**config.mk**
```make
export PLATFORM = sky130hd
export DESIGN_NAME = sps_sample_pipeline
export DESIGN_NICKNAME = d
export VERILOG_FILES = /design/src/sps_pkg.sv /design/src/sps_sample_pipeline.sv /design/src/sps_scale_stage.sv
export SDC_FILE = /design/constraint.sdc
export NUM_CORES = 2
export LEC_CHECK = 0
export ABC_AREA = 1
export BUFFER_PORTS_ARGS = -buffer_cell sky130_fd_sc_hd__buf_2
export CAP_MARGIN = 25
export CORE_MARGIN = 5
export CORE_UTILIZATION = 55
export DETAILED_ROUTE_END_ITERATION = 8
export GPL_ROUTABILITY_DRIVEN = 0
export HOLD_SLACK_MARGIN = 0.15
export PLACE_DENSITY = 0.72
export SKIP_CTS_REPAIR_TIMING = 1
export SLEW_MARGIN = 20
export SYNTH_ARGS = -nofsm -noshare
export SYNTH_HDL_FRONTEND = slang
export SYNTH_SLANG_ARGS = --single-unit
export TNS_END_PERCENT = 5
```
**constraint.sdc**
```tcl
create_clock -name clock -period 44.1 [get_ports clock]
set_input_delay 8.82 -clock clock [delete_from_list [all_inputs] [get_ports clock]]
set_output_delay 8.82 -clock clock [all_outputs]
set_load 0.03 [all_outputs]
```
**src/sps_pkg.sv**
```systemverilog
`default_nettype none
package sps_pkg;

  // Converter and process data widths
  localparam int ADC_BITS = 12;
  localparam logic [11:0] ADC_FULL_SCALE = 12'hFFF;
  localparam int PD_BITS = 16;
  localparam int ST_BITS = 8;

  // Gains are signed fixed point with this many fraction bits
  localparam int GAIN_FRAC = 10;

  // Output limits
  localparam logic [15:0] PD_MAX = 16'h7FFF;
  localparam logic [15:0] PD_MIN = 16'h8000;

  // Watchdog time and clock rate
  localparam int CLK_KHZ = 25_000;
  localparam int WDOG_TIME_MS = 100;
  localparam int WDOG_CYCLES_DEF = WDOG_TIME_MS * CLK_KHZ;

  // Register indices; byte address is four times the index
  localparam logic [5:0] IDX_RAW_SAMPLE = 6'h00;
  localparam logic [5:0] IDX_VEND_OFS   = 6'h11;
  localparam logic [5:0] IDX_VEND_GAIN  = 6'h12;
  localparam logic [5:0] IDX_MAKER_OFS  = 6'h13;
  localparam logic [5:0] IDX_MAKER_GAIN = 6'h14;
  localparam logic [5:0] IDX_FEATURE    = 6'h20;
  localparam logic [5:0] IDX_USER_OFS   = 6'h21;
  localparam logic [5:0] IDX_USER_GAIN  = 6'h22;
  localparam logic [5:0] IDX_IRQ_STAT   = 6'h28;
  localparam logic [5:0] IDX_IRQ_MASK   = 6'h29;
  localparam logic [5:0] IDX_PD_WORD    = 6'h2A;

  // Reset values
  localparam logic [15:0] RST_VEND_OFS   = 16'h0000;
  localparam logic [15:0] RST_VEND_GAIN  = 16'h0400;
  localparam logic [15:0] RST_MAKER_OFS  = 16'h0000;
  localparam logic [15:0] RST_MAKER_GAIN = 16'h2002;
  localparam logic [15:0] RST_USER_OFS   = 16'h0000;
  localparam logic [15:0] RST_USER_GAIN  = 16'h0400;
  localparam logic [15:0] RST_FEATURE    = 16'h0002;
  localparam logic [2:0]  RST_IRQ_MASK   = 3'h0;

  // Feature register fields
  localparam int FEAT_USER_EN  = 0;
  localparam int FEAT_MAKER_EN = 1;
  localparam int FEAT_FMT_LSB  = 2;

  // Interrupt status bits
  localparam int IRQ_SAMPLE = 0;
  localparam int IRQ_CLIP   = 1;
  localparam int IRQ_WDOG   = 2;
  localparam int IRQ_BITS   = 3;

  // Status byte bits
  localparam int STB_OVER  = 0;
  localparam int STB_UNDER = 1;
  localparam int STB_WDOG  = 2;

  typedef enum logic [1:0] {
    FMT_TWOS    = 2'b00,
    FMT_SIGNMAG = 2'b01,
    FMT_ALT     = 2'b10,
    FMT_RSVD    = 2'b11
  } sps_fmt_t;

  typedef enum logic [1:0] {
    SEQ_START = 2'b00,
    SEQ_WAIT  = 2'b01,
    SEQ_CAL   = 2'b10,
    SEQ_OUT   = 2'b11
  } sps_seq_t;

  typedef struct packed {
    logic [15:0] offset;
    logic [15:0] gain;
  } sps_line_t;

  typedef struct packed {
    logic [15:0] data;
    logic [7:0]  status;
  } sps_pdata_t;

endpackage
`default_nettype wire

```
**src/sps_sample_pipeline.sv**
```systemverilog
`timescale 1ns/100ps
`default_nettype none
// Notes on behaviour
// - Each input is a 12-bit converter code spanning 4095 steps.
// - The run output is lit until 100 ms pass with no coupler exchange.
// - By default the process word is a two's complement integer.
// - The feature register selects sign-magnitude or an alternate format.
// - Default scaling maps 0 V, 5 V, 10 V to 0x0000, 0x3FFF, 0x7FFF.
// - Sampling runs continuously and each code lands in the raw register.
// - Calibrated value is raw plus vendor offset, times vendor gain.
// - With both scalings off the calibrated value is output as is.
// - Manufacturer scaling alone outputs its offset plus gain times value.
// - User scaling alone outputs user offset plus user gain times value.
// - With both on, user scaling is applied to the manufacturer result.
// - Feature register bits switch the two scaling stages on and off.
// - One 16-bit data word and one 8-bit status byte go to the coupler.
module sps_sample_pipeline
  import sps_pkg::*;
#(
  parameter int WDOG_CYCLES = WDOG_CYCLES_DEF
) (
  input  wire logic        clock,
  input  wire logic        rstn,
  input  wire logic        ce,
  input  wire logic        hsel,
  input  wire logic [31:0] haddr,
  input  wire logic [1:0]  htrans,
  input  wire logic        hwrite,
  input  wire logic [2:0]  hsize,
  input  wire logic [31:0] hwdata,
  input  wire logic        hready,
  output logic      [31:0] hrdata,
  output logic             hreadyout,
  output logic             hresp,
  output logic             convStart,
  input  wire logic [11:0] adcCode,
  input  wire logic        adcDone,
  input  wire logic        pdExchange,
  output sps_pdata_t       pdOut,
  output logic             pdValid,
  output logic             runLed,
  output logic             irq
);

  localparam int WDW = $clog2(WDOG_CYCLES + 1);

  // Bus slave: address phase capture
  wire logic       addrPhase = hsel & htrans[1] & hready & ce;
  wire logic [5:0] aIdx      = haddr[7:2];
  wire logic       inMap     = haddr[31:8] == 24'h00_0000;
  wire logic       hsizeWord = hsize == 3'h2;

  logic             wrPend_q;
  logic [5:0]       wrIdx_q;
  logic [31:0]      hrdata_q;

  logic [11:0]      raw_q;
  sps_line_t        vend_q;
  sps_line_t        maker_q;
  sps_line_t        user_q;
  logic [15:0]      feat_q;
  logic [IRQ_BITS-1:0] irqStat_q;
  logic [IRQ_BITS-1:0] irqMask_q;

  sps_seq_t         seq_q;
  sps_seq_t         seq_d;
  logic [15:0]      cal_q;
  logic             calHi_q;
  logic             calLo_q;
  sps_pdata_t       pd_q;
  logic             pdValid_q;

  logic [2:0]       pdSync_q;
  logic             pdLvl_q;
  logic [WDW-1:0]   wdCnt_q;
  logic             wdExp_q;

  // Write data phase
  wire logic wrNow = wrPend_q & ce;
  wire logic wrVendOfs   = wrNow & (wrIdx_q == IDX_VEND_OFS);
  wire logic wrVendGain  = wrNow & (wrIdx_q == IDX_VEND_GAIN);
  wire logic wrMakerOfs  = wrNow & (wrIdx_q == IDX_MAKER_OFS);
  wire logic wrMakerGain = wrNow & (wrIdx_q == IDX_MAKER_GAIN);
  wire logic wrFeature   = wrNow & (wrIdx_q == IDX_FEATURE);
  wire logic wrUserOfs   = wrNow & (wrIdx_q == IDX_USER_OFS);
  wire logic wrUserGain  = wrNow & (wrIdx_q == IDX_USER_GAIN);
  wire logic wrIrqMask   = wrNow & (wrIdx_q == IDX_IRQ_MASK);
  wire logic [15:0] wData = hwdata[15:0];

  // Read selection, unmapped reads give zero
  wire logic [31:0] rdWord =
    !inMap                      ? 32'h0000_0000 :
    (aIdx == IDX_RAW_SAMPLE)    ? {20'h0_0000, raw_q} :
    (aIdx == IDX_VEND_OFS)      ? {16'h0000, vend_q.offset} :
    (aIdx == IDX_VEND_GAIN)     ? {16'h0000, vend_q.gain} :
    (aIdx == IDX_MAKER_OFS)     ? {16'h0000, maker_q.offset} :
    (aIdx == IDX_MAKER_GAIN)    ? {16'h0000, maker_q.gain} :
    (aIdx == IDX_FEATURE)       ? {16'h0000, feat_q} :
    (aIdx == IDX_USER_OFS)      ? {16'h0000, user_q.offset} :
    (aIdx == IDX_USER_GAIN)     ? {16'h0000, user_q.gain} :
    (aIdx == IDX_IRQ_STAT)      ? {29'h0000_0000, irqStat_q} :
    (aIdx == IDX_IRQ_MASK)      ? {29'h0000_0000, irqMask_q} :
    (aIdx == IDX_PD_WORD)       ? {8'h00, pd_q} :
    32'h0000_0000;

  wire logic rdStat = addrPhase & ~hwrite & inMap & (aIdx == IDX_IRQ_STAT);

  assign hrdata    = hrdata_q;
  assign hreadyout = ce;
  assign hresp     = 1'b0;

  always_ff @(posedge clock) begin
    if (!rstn) begin
      wrPend_q <= 1'b0;
      wrIdx_q  <= 6'h00;
      hrdata_q <= 32'h0000_0000;
    end else if (ce) begin
      wrPend_q <= addrPhase & hwrite & inMap & hsizeWord;
      if (addrPhase) begin
        wrIdx_q <= aIdx;
      end
      if (addrPhase & ~hwrite) begin
        hrdata_q <= rdWord;
      end
    end
  end

  // Configuration registers
  always_ff @(posedge clock) begin
    if (!rstn) begin
      vend_q  <= '{offset: RST_VEND_OFS,  gain: RST_VEND_GAIN};
      maker_q <= '{offset: RST_MAKER_OFS, gain: RST_MAKER_GAIN};
      user_q  <= '{offset: RST_USER_OFS,  gain: RST_USER_GAIN};
    end else begin
      if (wrVendOfs) vend_q.offset <= wData;
      if (wrVendGain) vend_q.gain <= wData;
      if (wrMakerOfs) maker_q.offset <= wData;
      if (wrMakerGain) maker_q.gain <= wData;
      if (wrUserOfs) user_q.offset <= wData;
      if (wrUserGain) user_q.gain <= wData;
    end
  end

  always_ff @(posedge clock) begin
    if (!rstn) begin
      feat_q    <= RST_FEATURE;
      irqMask_q <= RST_IRQ_MASK;
    end else begin
      if (wrFeature) feat_q <= wData;
      if (wrIrqMask) irqMask_q <= wData[IRQ_BITS-1:0];
    end
  end

  // Sample sequencer: start, wait, calibrate, scale
  always_comb begin
    unique case (seq_q)
      SEQ_START: seq_d = SEQ_WAIT;
      SEQ_WAIT:  seq_d = adcDone ? SEQ_CAL : SEQ_WAIT;
      SEQ_CAL:   seq_d = SEQ_OUT;
      SEQ_OUT:   seq_d = SEQ_START;
    endcase
  end

  assign convStart = ce & (seq_q == SEQ_START);

  wire logic adcTake = ce & (seq_q == SEQ_WAIT) & adcDone;

  always_ff @(posedge clock) begin
    if (!rstn) begin
      seq_q <= SEQ_START;
      raw_q <= 12'h000;
    end else if (ce) begin
      seq_q <= seq_d;
      if (adcTake) raw_q <= adcCode;
    end
  end

  // Calibration and scaling chain
  wire logic [15:0] vendOut;
  wire logic        vendHi;
  wire logic        vendLo;
  wire logic [15:0] makerOut;
  wire logic        makerHi;
  wire logic        makerLo;
  wire logic [15:0] userOut;
  wire logic        userHi;
  wire logic        userLo;

  sps_scale_stage #(.OFFSET_FIRST(1'b1)) uVend (
    .xIn    ({4'h0, raw_q}),
    .line   (vend_q),
    .yOut   (vendOut),
    .clipHi (vendHi),
    .clipLo (vendLo)
  );

  sps_scale_stage #(.OFFSET_FIRST(1'b0)) uMaker (
    .xIn    (cal_q),
    .line   (maker_q),
    .yOut   (makerOut),
    .clipHi (makerHi),
    .clipLo (makerLo)
  );

  wire logic userEn  = feat_q[FEAT_USER_EN];
  wire logic makerEn = feat_q[FEAT_MAKER_EN];
  wire logic [15:0] userIn = makerEn ? makerOut : cal_q;

  sps_scale_stage #(.OFFSET_FIRST(1'b0)) uUser (
    .xIn    (userIn),
    .line   (user_q),
    .yOut   (userOut),
    .clipHi (userHi),
    .clipLo (userLo)
  );

  wire logic [15:0] scaled =
    userEn  ? userOut :
    makerEn ? makerOut :
    cal_q;

  wire logic over  = calHi_q | (makerEn & makerHi) | (userEn & userHi);
  wire logic under = calLo_q | (makerEn & makerLo) | (userEn & userLo);

  // Output number formats
  wire sps_fmt_t fmt = sps_fmt_t'(feat_q[FEAT_FMT_LSB +: 2]);
  wire logic [15:0] negVal = 16'(~scaled + 16'h0001);
  wire logic [14:0] magVal =
    (scaled == PD_MIN) ? PD_MAX[14:0] : negVal[14:0];
  wire logic [15:0] signMag =
    scaled[15] ? {1'b1, magVal} : scaled;
  wire logic [15:0] altWord = {scaled[15:3], 1'b0, under, over};
  wire logic [15:0] fmtWord =
    (fmt == FMT_SIGNMAG) ? signMag :
    (fmt == FMT_ALT)     ? altWord :
    scaled;

  wire logic [7:0] statusByte =
    8'({wdExp_q, under, over} << STB_OVER);

  wire logic outNow = ce & (seq_q == SEQ_OUT);

  always_ff @(posedge clock) begin
    if (!rstn) begin
      cal_q   <= 16'h0000;
      calHi_q <= 1'b0;
      calLo_q <= 1'b0;
    end else if (ce && seq_q == SEQ_CAL) begin
      cal_q   <= vendOut;
      calHi_q <= vendHi;
      calLo_q <= vendLo;
    end
  end

  always_ff @(posedge clock) begin
    if (!rstn) begin
      pd_q      <= '{data: 16'h0000, status: 8'h00};
      pdValid_q <= 1'b0;
    end else if (ce) begin
      pdValid_q <= outNow;
      if (outNow) pd_q <= '{data: fmtWord, status: statusByte};
    end
  end

  assign pdOut   = pd_q;
  assign pdValid = pdValid_q;

  // Coupler exchange strobe: three stage synchroniser
  wire logic pdAgree = pdSync_q[1] == pdSync_q[2];
  wire logic exchEvt = pdAgree & pdSync_q[2] & ~pdLvl_q;

  always_ff @(posedge clock) begin
    if (!rstn) begin
      pdSync_q <= 3'h0;
      pdLvl_q  <= 1'b0;
    end else if (ce) begin
      pdSync_q <= {pdSync_q[1:0], pdExchange};
      if (pdAgree) pdLvl_q <= pdSync_q[2];
    end
  end

  // Watchdog on coupler process data exchange
  wire logic wdHit = wdCnt_q == WDW'(WDOG_CYCLES - 1);
  wire logic wdogEvt = ce & wdHit & ~wdExp_q & ~exchEvt;

  always_ff @(posedge clock) begin
    if (!rstn) begin
      wdCnt_q <= '0;
      wdExp_q <= 1'b0;
    end else if (ce) begin
      if (exchEvt) begin
        wdCnt_q <= '0;
        wdExp_q <= 1'b0;
      end else if (wdHit) begin
        wdExp_q <= 1'b1;
      end else begin
        wdCnt_q <= wdCnt_q + WDW'(1);
      end
    end
  end

  assign runLed = ~wdExp_q;

  // Sticky interrupt status, set wins over clear on read
  wire logic [IRQ_BITS-1:0] irqEvt =
    IRQ_BITS'({wdogEvt, outNow & (over | under), outNow});
  wire logic [IRQ_BITS-1:0] irqClr = {IRQ_BITS{rdStat}};

  always_ff @(posedge clock) begin
    if (!rstn) begin
      irqStat_q <= '0;
    end else if (ce) begin
      irqStat_q <= (irqStat_q & ~irqClr) | irqEvt;
    end
  end

  assign irq = |(irqStat_q & irqMask_q);

endmodule
`default_nettype wire

```
**src/sps_scale_stage.sv**
```systemverilog
`timescale 1ns/100ps
`default_nettype none
module sps_scale_stage
  import sps_pkg::*;
#(
  parameter bit OFFSET_FIRST = 1'b0
) (
  input  wire logic [15:0] xIn,
  input  wire sps_line_t   line,
  output logic      [15:0] yOut,
  output logic             clipHi,
  output logic             clipLo
);

  // Offset before the gain for calibration, after it for scaling
  wire logic signed [16:0] preOfs =
    OFFSET_FIRST ? 17'($signed(line.offset)) : 17'sd0;
  wire logic signed [16:0] postOfs =
    OFFSET_FIRST ? 17'sd0 : 17'($signed(line.offset));
  wire logic signed [16:0] xSum = 17'($signed(xIn)) + preOfs;
  wire logic signed [32:0] product = xSum * 33'($signed(line.gain));
  wire logic signed [33:0] total =
    34'(product >>> GAIN_FRAC) + 34'(postOfs);

  assign clipHi = total > 34'sd32767;
  assign clipLo = total < -34'sd32768;
  assign yOut   = clipHi ? PD_MAX : (clipLo ? PD_MIN : total[15:0]);

endmodule
`default_nettype wire

```
==> impl_metrics.ini <==
[outcome]
status = finished clean

[setup_path]
r2r_setup_slack_ns = 25.61
critical_path_arrival_ns = 9.92
crit_type = input pin to output pin
crit_fanout = 12
cp_data_required_time_ns = 35.28
cp-end-kind = output pin
startpoint_type = input pin
reg2reg_depth = 79

[synthesis]
synth_top_family_by_area = adder cells
synth_edf_count = 0
yosys.area_share.simple_pct = 18.3
synth_compound_area_share_pct = 9.55
seq_area_frac_synth_pct = 10.3
synthCells = 5887
synth_top_cell_area_share_pct = 36.3
yosysUniqueCellTypes = 52
yosys_warnings = 0
synthArstFlopShare_pct = 0
synth-main-ff-cell = dfxtp_1
netlist_area_um2 = 44100
synthXorXnorAreaFrac_pct = 2.56
synth_seq_cells = 228
syn_area_per_cell_um2 = 7.49
synth.mux.area_fraction_pct = 0
yosys-top-cells-area = fa_1 (36%), inv_1 (12%), nand2_1 (10%)
yosys.area_share.adder_pct = 44.9
yosysTopAreaCell = fa_1

[clocking]
cts_tree = built
cts_made_buffers = 27
cts-root-buf = clkbuf_16
cts.sinks = 228
cts_buffer_depth = 3
clk_pin_slew_ns = 0.06
clk_latency_ns = 0.55
htree_num_levels = 1

[sta]
skew_ns = 0.0201
slew_viol_final = 0
slew-limit-headroom_pct = 30.5
finalHoldViolCount = 0
finalSetupViolations = 0
grt_setup_unrepaired = false
whs_ns = 0.460
period_needed_ns = 18.74
fmaxAchievable_ghz = 0.0534
finalCritPeriodShare_pct = 42.5
worst_pin_slew_ns = 1.04
fin_ws_ns = 25.36
timing.setup.tns_ns = 0

[placed_design]
port_buffers = 117
dpl_cell_area_um2 = 45500
dpl.hpwl_um = 107000
place_worst_setup_slack_ns = 25.38

[hold_path]
hold_depth = 2
hold_path.class = flip-flop to flip-flop

[power_and_ir_drop]
power.leakage_uw = 0.0240
pwr_density_cell_nw_per_um2 = 11.3
p_seq_share_pct = 40.3
ir_drop_uv = 24.5
comb_power_share_pct = 17.0
swShare_pct = 30.4
internal_power_uw = 364
switchingPower_uw = 159
p_clk_share_pct = 42.8

[cells_and_area]
area_growth_pct = 5.26
stdcell_area_um2 = 46400
nFillCells = 7390
drive_gt1_share_pct = 4.63
final_common_cell = inv_1
mostFrequentLayoutCells = inv_1 (1433), nand2_1 (1219), fa_1 (800), nor2_1 (496), a21oi_1 (366)
finalNetCount = 7068

[drt]
drc_errors = 0
dr.first_iter.drc_count = 3403
finalWirelength_um = 131000
ant_nets = 0
dr.pass1.iters = 9
vias_per_cell = 5.53
wl_per_cell_um = 18.9
vias = 38400

[global_route]
overflow = 0
antenna_found_initial = 4
grt_pass1_vias = 38200
grtUsageTotal_pct = 30.5
grt_max_degree = 89
grt_pass1_wl_um = 208000

[floorplan]
initial_core_util_pct = 55.7
dieArea_um2 = 86000
die_w_um = 293
die_y_um = 293
num_rows = 103
core_area_um2 = 79300
boundaryPins = 151

[run]
maxCapViolations = 0
-- cells by family after synthesis --
| family | Yosys count |
|---|---|
| and+or+nand+nor | 1994 |
| buffers and inverters | 1666 |
| xor gates and xnor gates | 128 |
| AOI/OAI and AO/OA | 768 |
| DFF | 228 |
| other | 1 |
| adders and majority gates | 1102 |
-- worst max-delay path, stage by stage --
cell and delay (ns):
buf_2 0.28, clkinv_1 0.34, nor3_1 0.22, buf_2 0.25
-- state kept, by name, summed over array words and instances (netlist names), 3 cells and up, named ones only --
name,cells
maker_q,32
user_q,32
vend_q,32
hrdata,24
wdCnt_q,22
pdOut,19
cal_q,16
feat_q,16
raw_q,12
wrIdx_q,6
irqMask_q,3
irqStat_q,3
pdSync_q,3
-- power by group through the flow --
stage / combinational, µW / clock, µW / sequential [µW]
after global routing: 96.2 / 235 / 211
after floorplan: 56.4 / 0 / 214
after CTS: 86.8 / 224 / 211
after global placement: 85.1 / 0 / 215
final: 88.8 / 224 / 211
after detailed placement: 86.3 / 0 / 215
-- through the flow --
step,utilization (%),total power (µW),cells
after detailed placement,57.4,302,6897
final,58.6,524,6946
after floorplan,-,270,5900
after global placement,57.4,300,6895
after global routing,58.6,542,6945
after CTS,58.5,522,6944
-- synth_stat cells (7+ instances only) --
master / n
o22ai_1: 20
o31ai_1: 13
o221ai_1: 12
xor2_1: 81
nand2_2: 12
buf_4: 17
nand3_1: 93
o2111ai_1: 8
nand2_1: 1219
o211ai_1: 36
o21ai_0: 254
nand3b_1: 8
clkinv_1: 18
ha_1: 302
nand4_1: 48
a211oi_1: 7
nor4_1: 17
fa_1: 800
o21bai_1: 9
clkbuf_1: 183
nor3_1: 47
dfxtp_1: 228
xnor2_1: 46
a21oi_1: 366
nor2_1: 500
inv_1: 1433
a31oi_1: 15
or2_2: 22
a21o_1: 10
-- layer usage --
| layer | global-route usage, % | routed length (µm) | up-vias |
|---|---|---|---|
| met2 | 49.5 | 59900 | 1867 |
| met1 | 40.1 | 50200 | 18600 |
| met5 | 0 | 57 | - |
| met4 | 13.7 | 7830 | 6 |
| li1 | - | - | 17600 |
| met3 | 5.86 | 13100 | 397 |
-- area by class of cell --
type	instances	area, µm²	share of cell area, %
clock inverter	12	118	0.253
timing repair buffer	158	911	1.96
clock buffer	35	756	1.63
sequential	228	4560	9.83
tap	1050	1310	2.83
multi-input combinational	4006	33300	71.7
inverter	1456	5470	11.8
antenna	1	2.50	0.00539
-- path summary, 6_finish.rpt --
kind                            startpoint         end
worst min-delay path            hrdata[23]  hrdata[23]
worst max register to register   cal_q[10]   pdOut[19]
worst max-delay path                    ce   convStart
worst min register to register  hrdata[23]  hrdata[23]
Power figures use the tool's default switching activity.
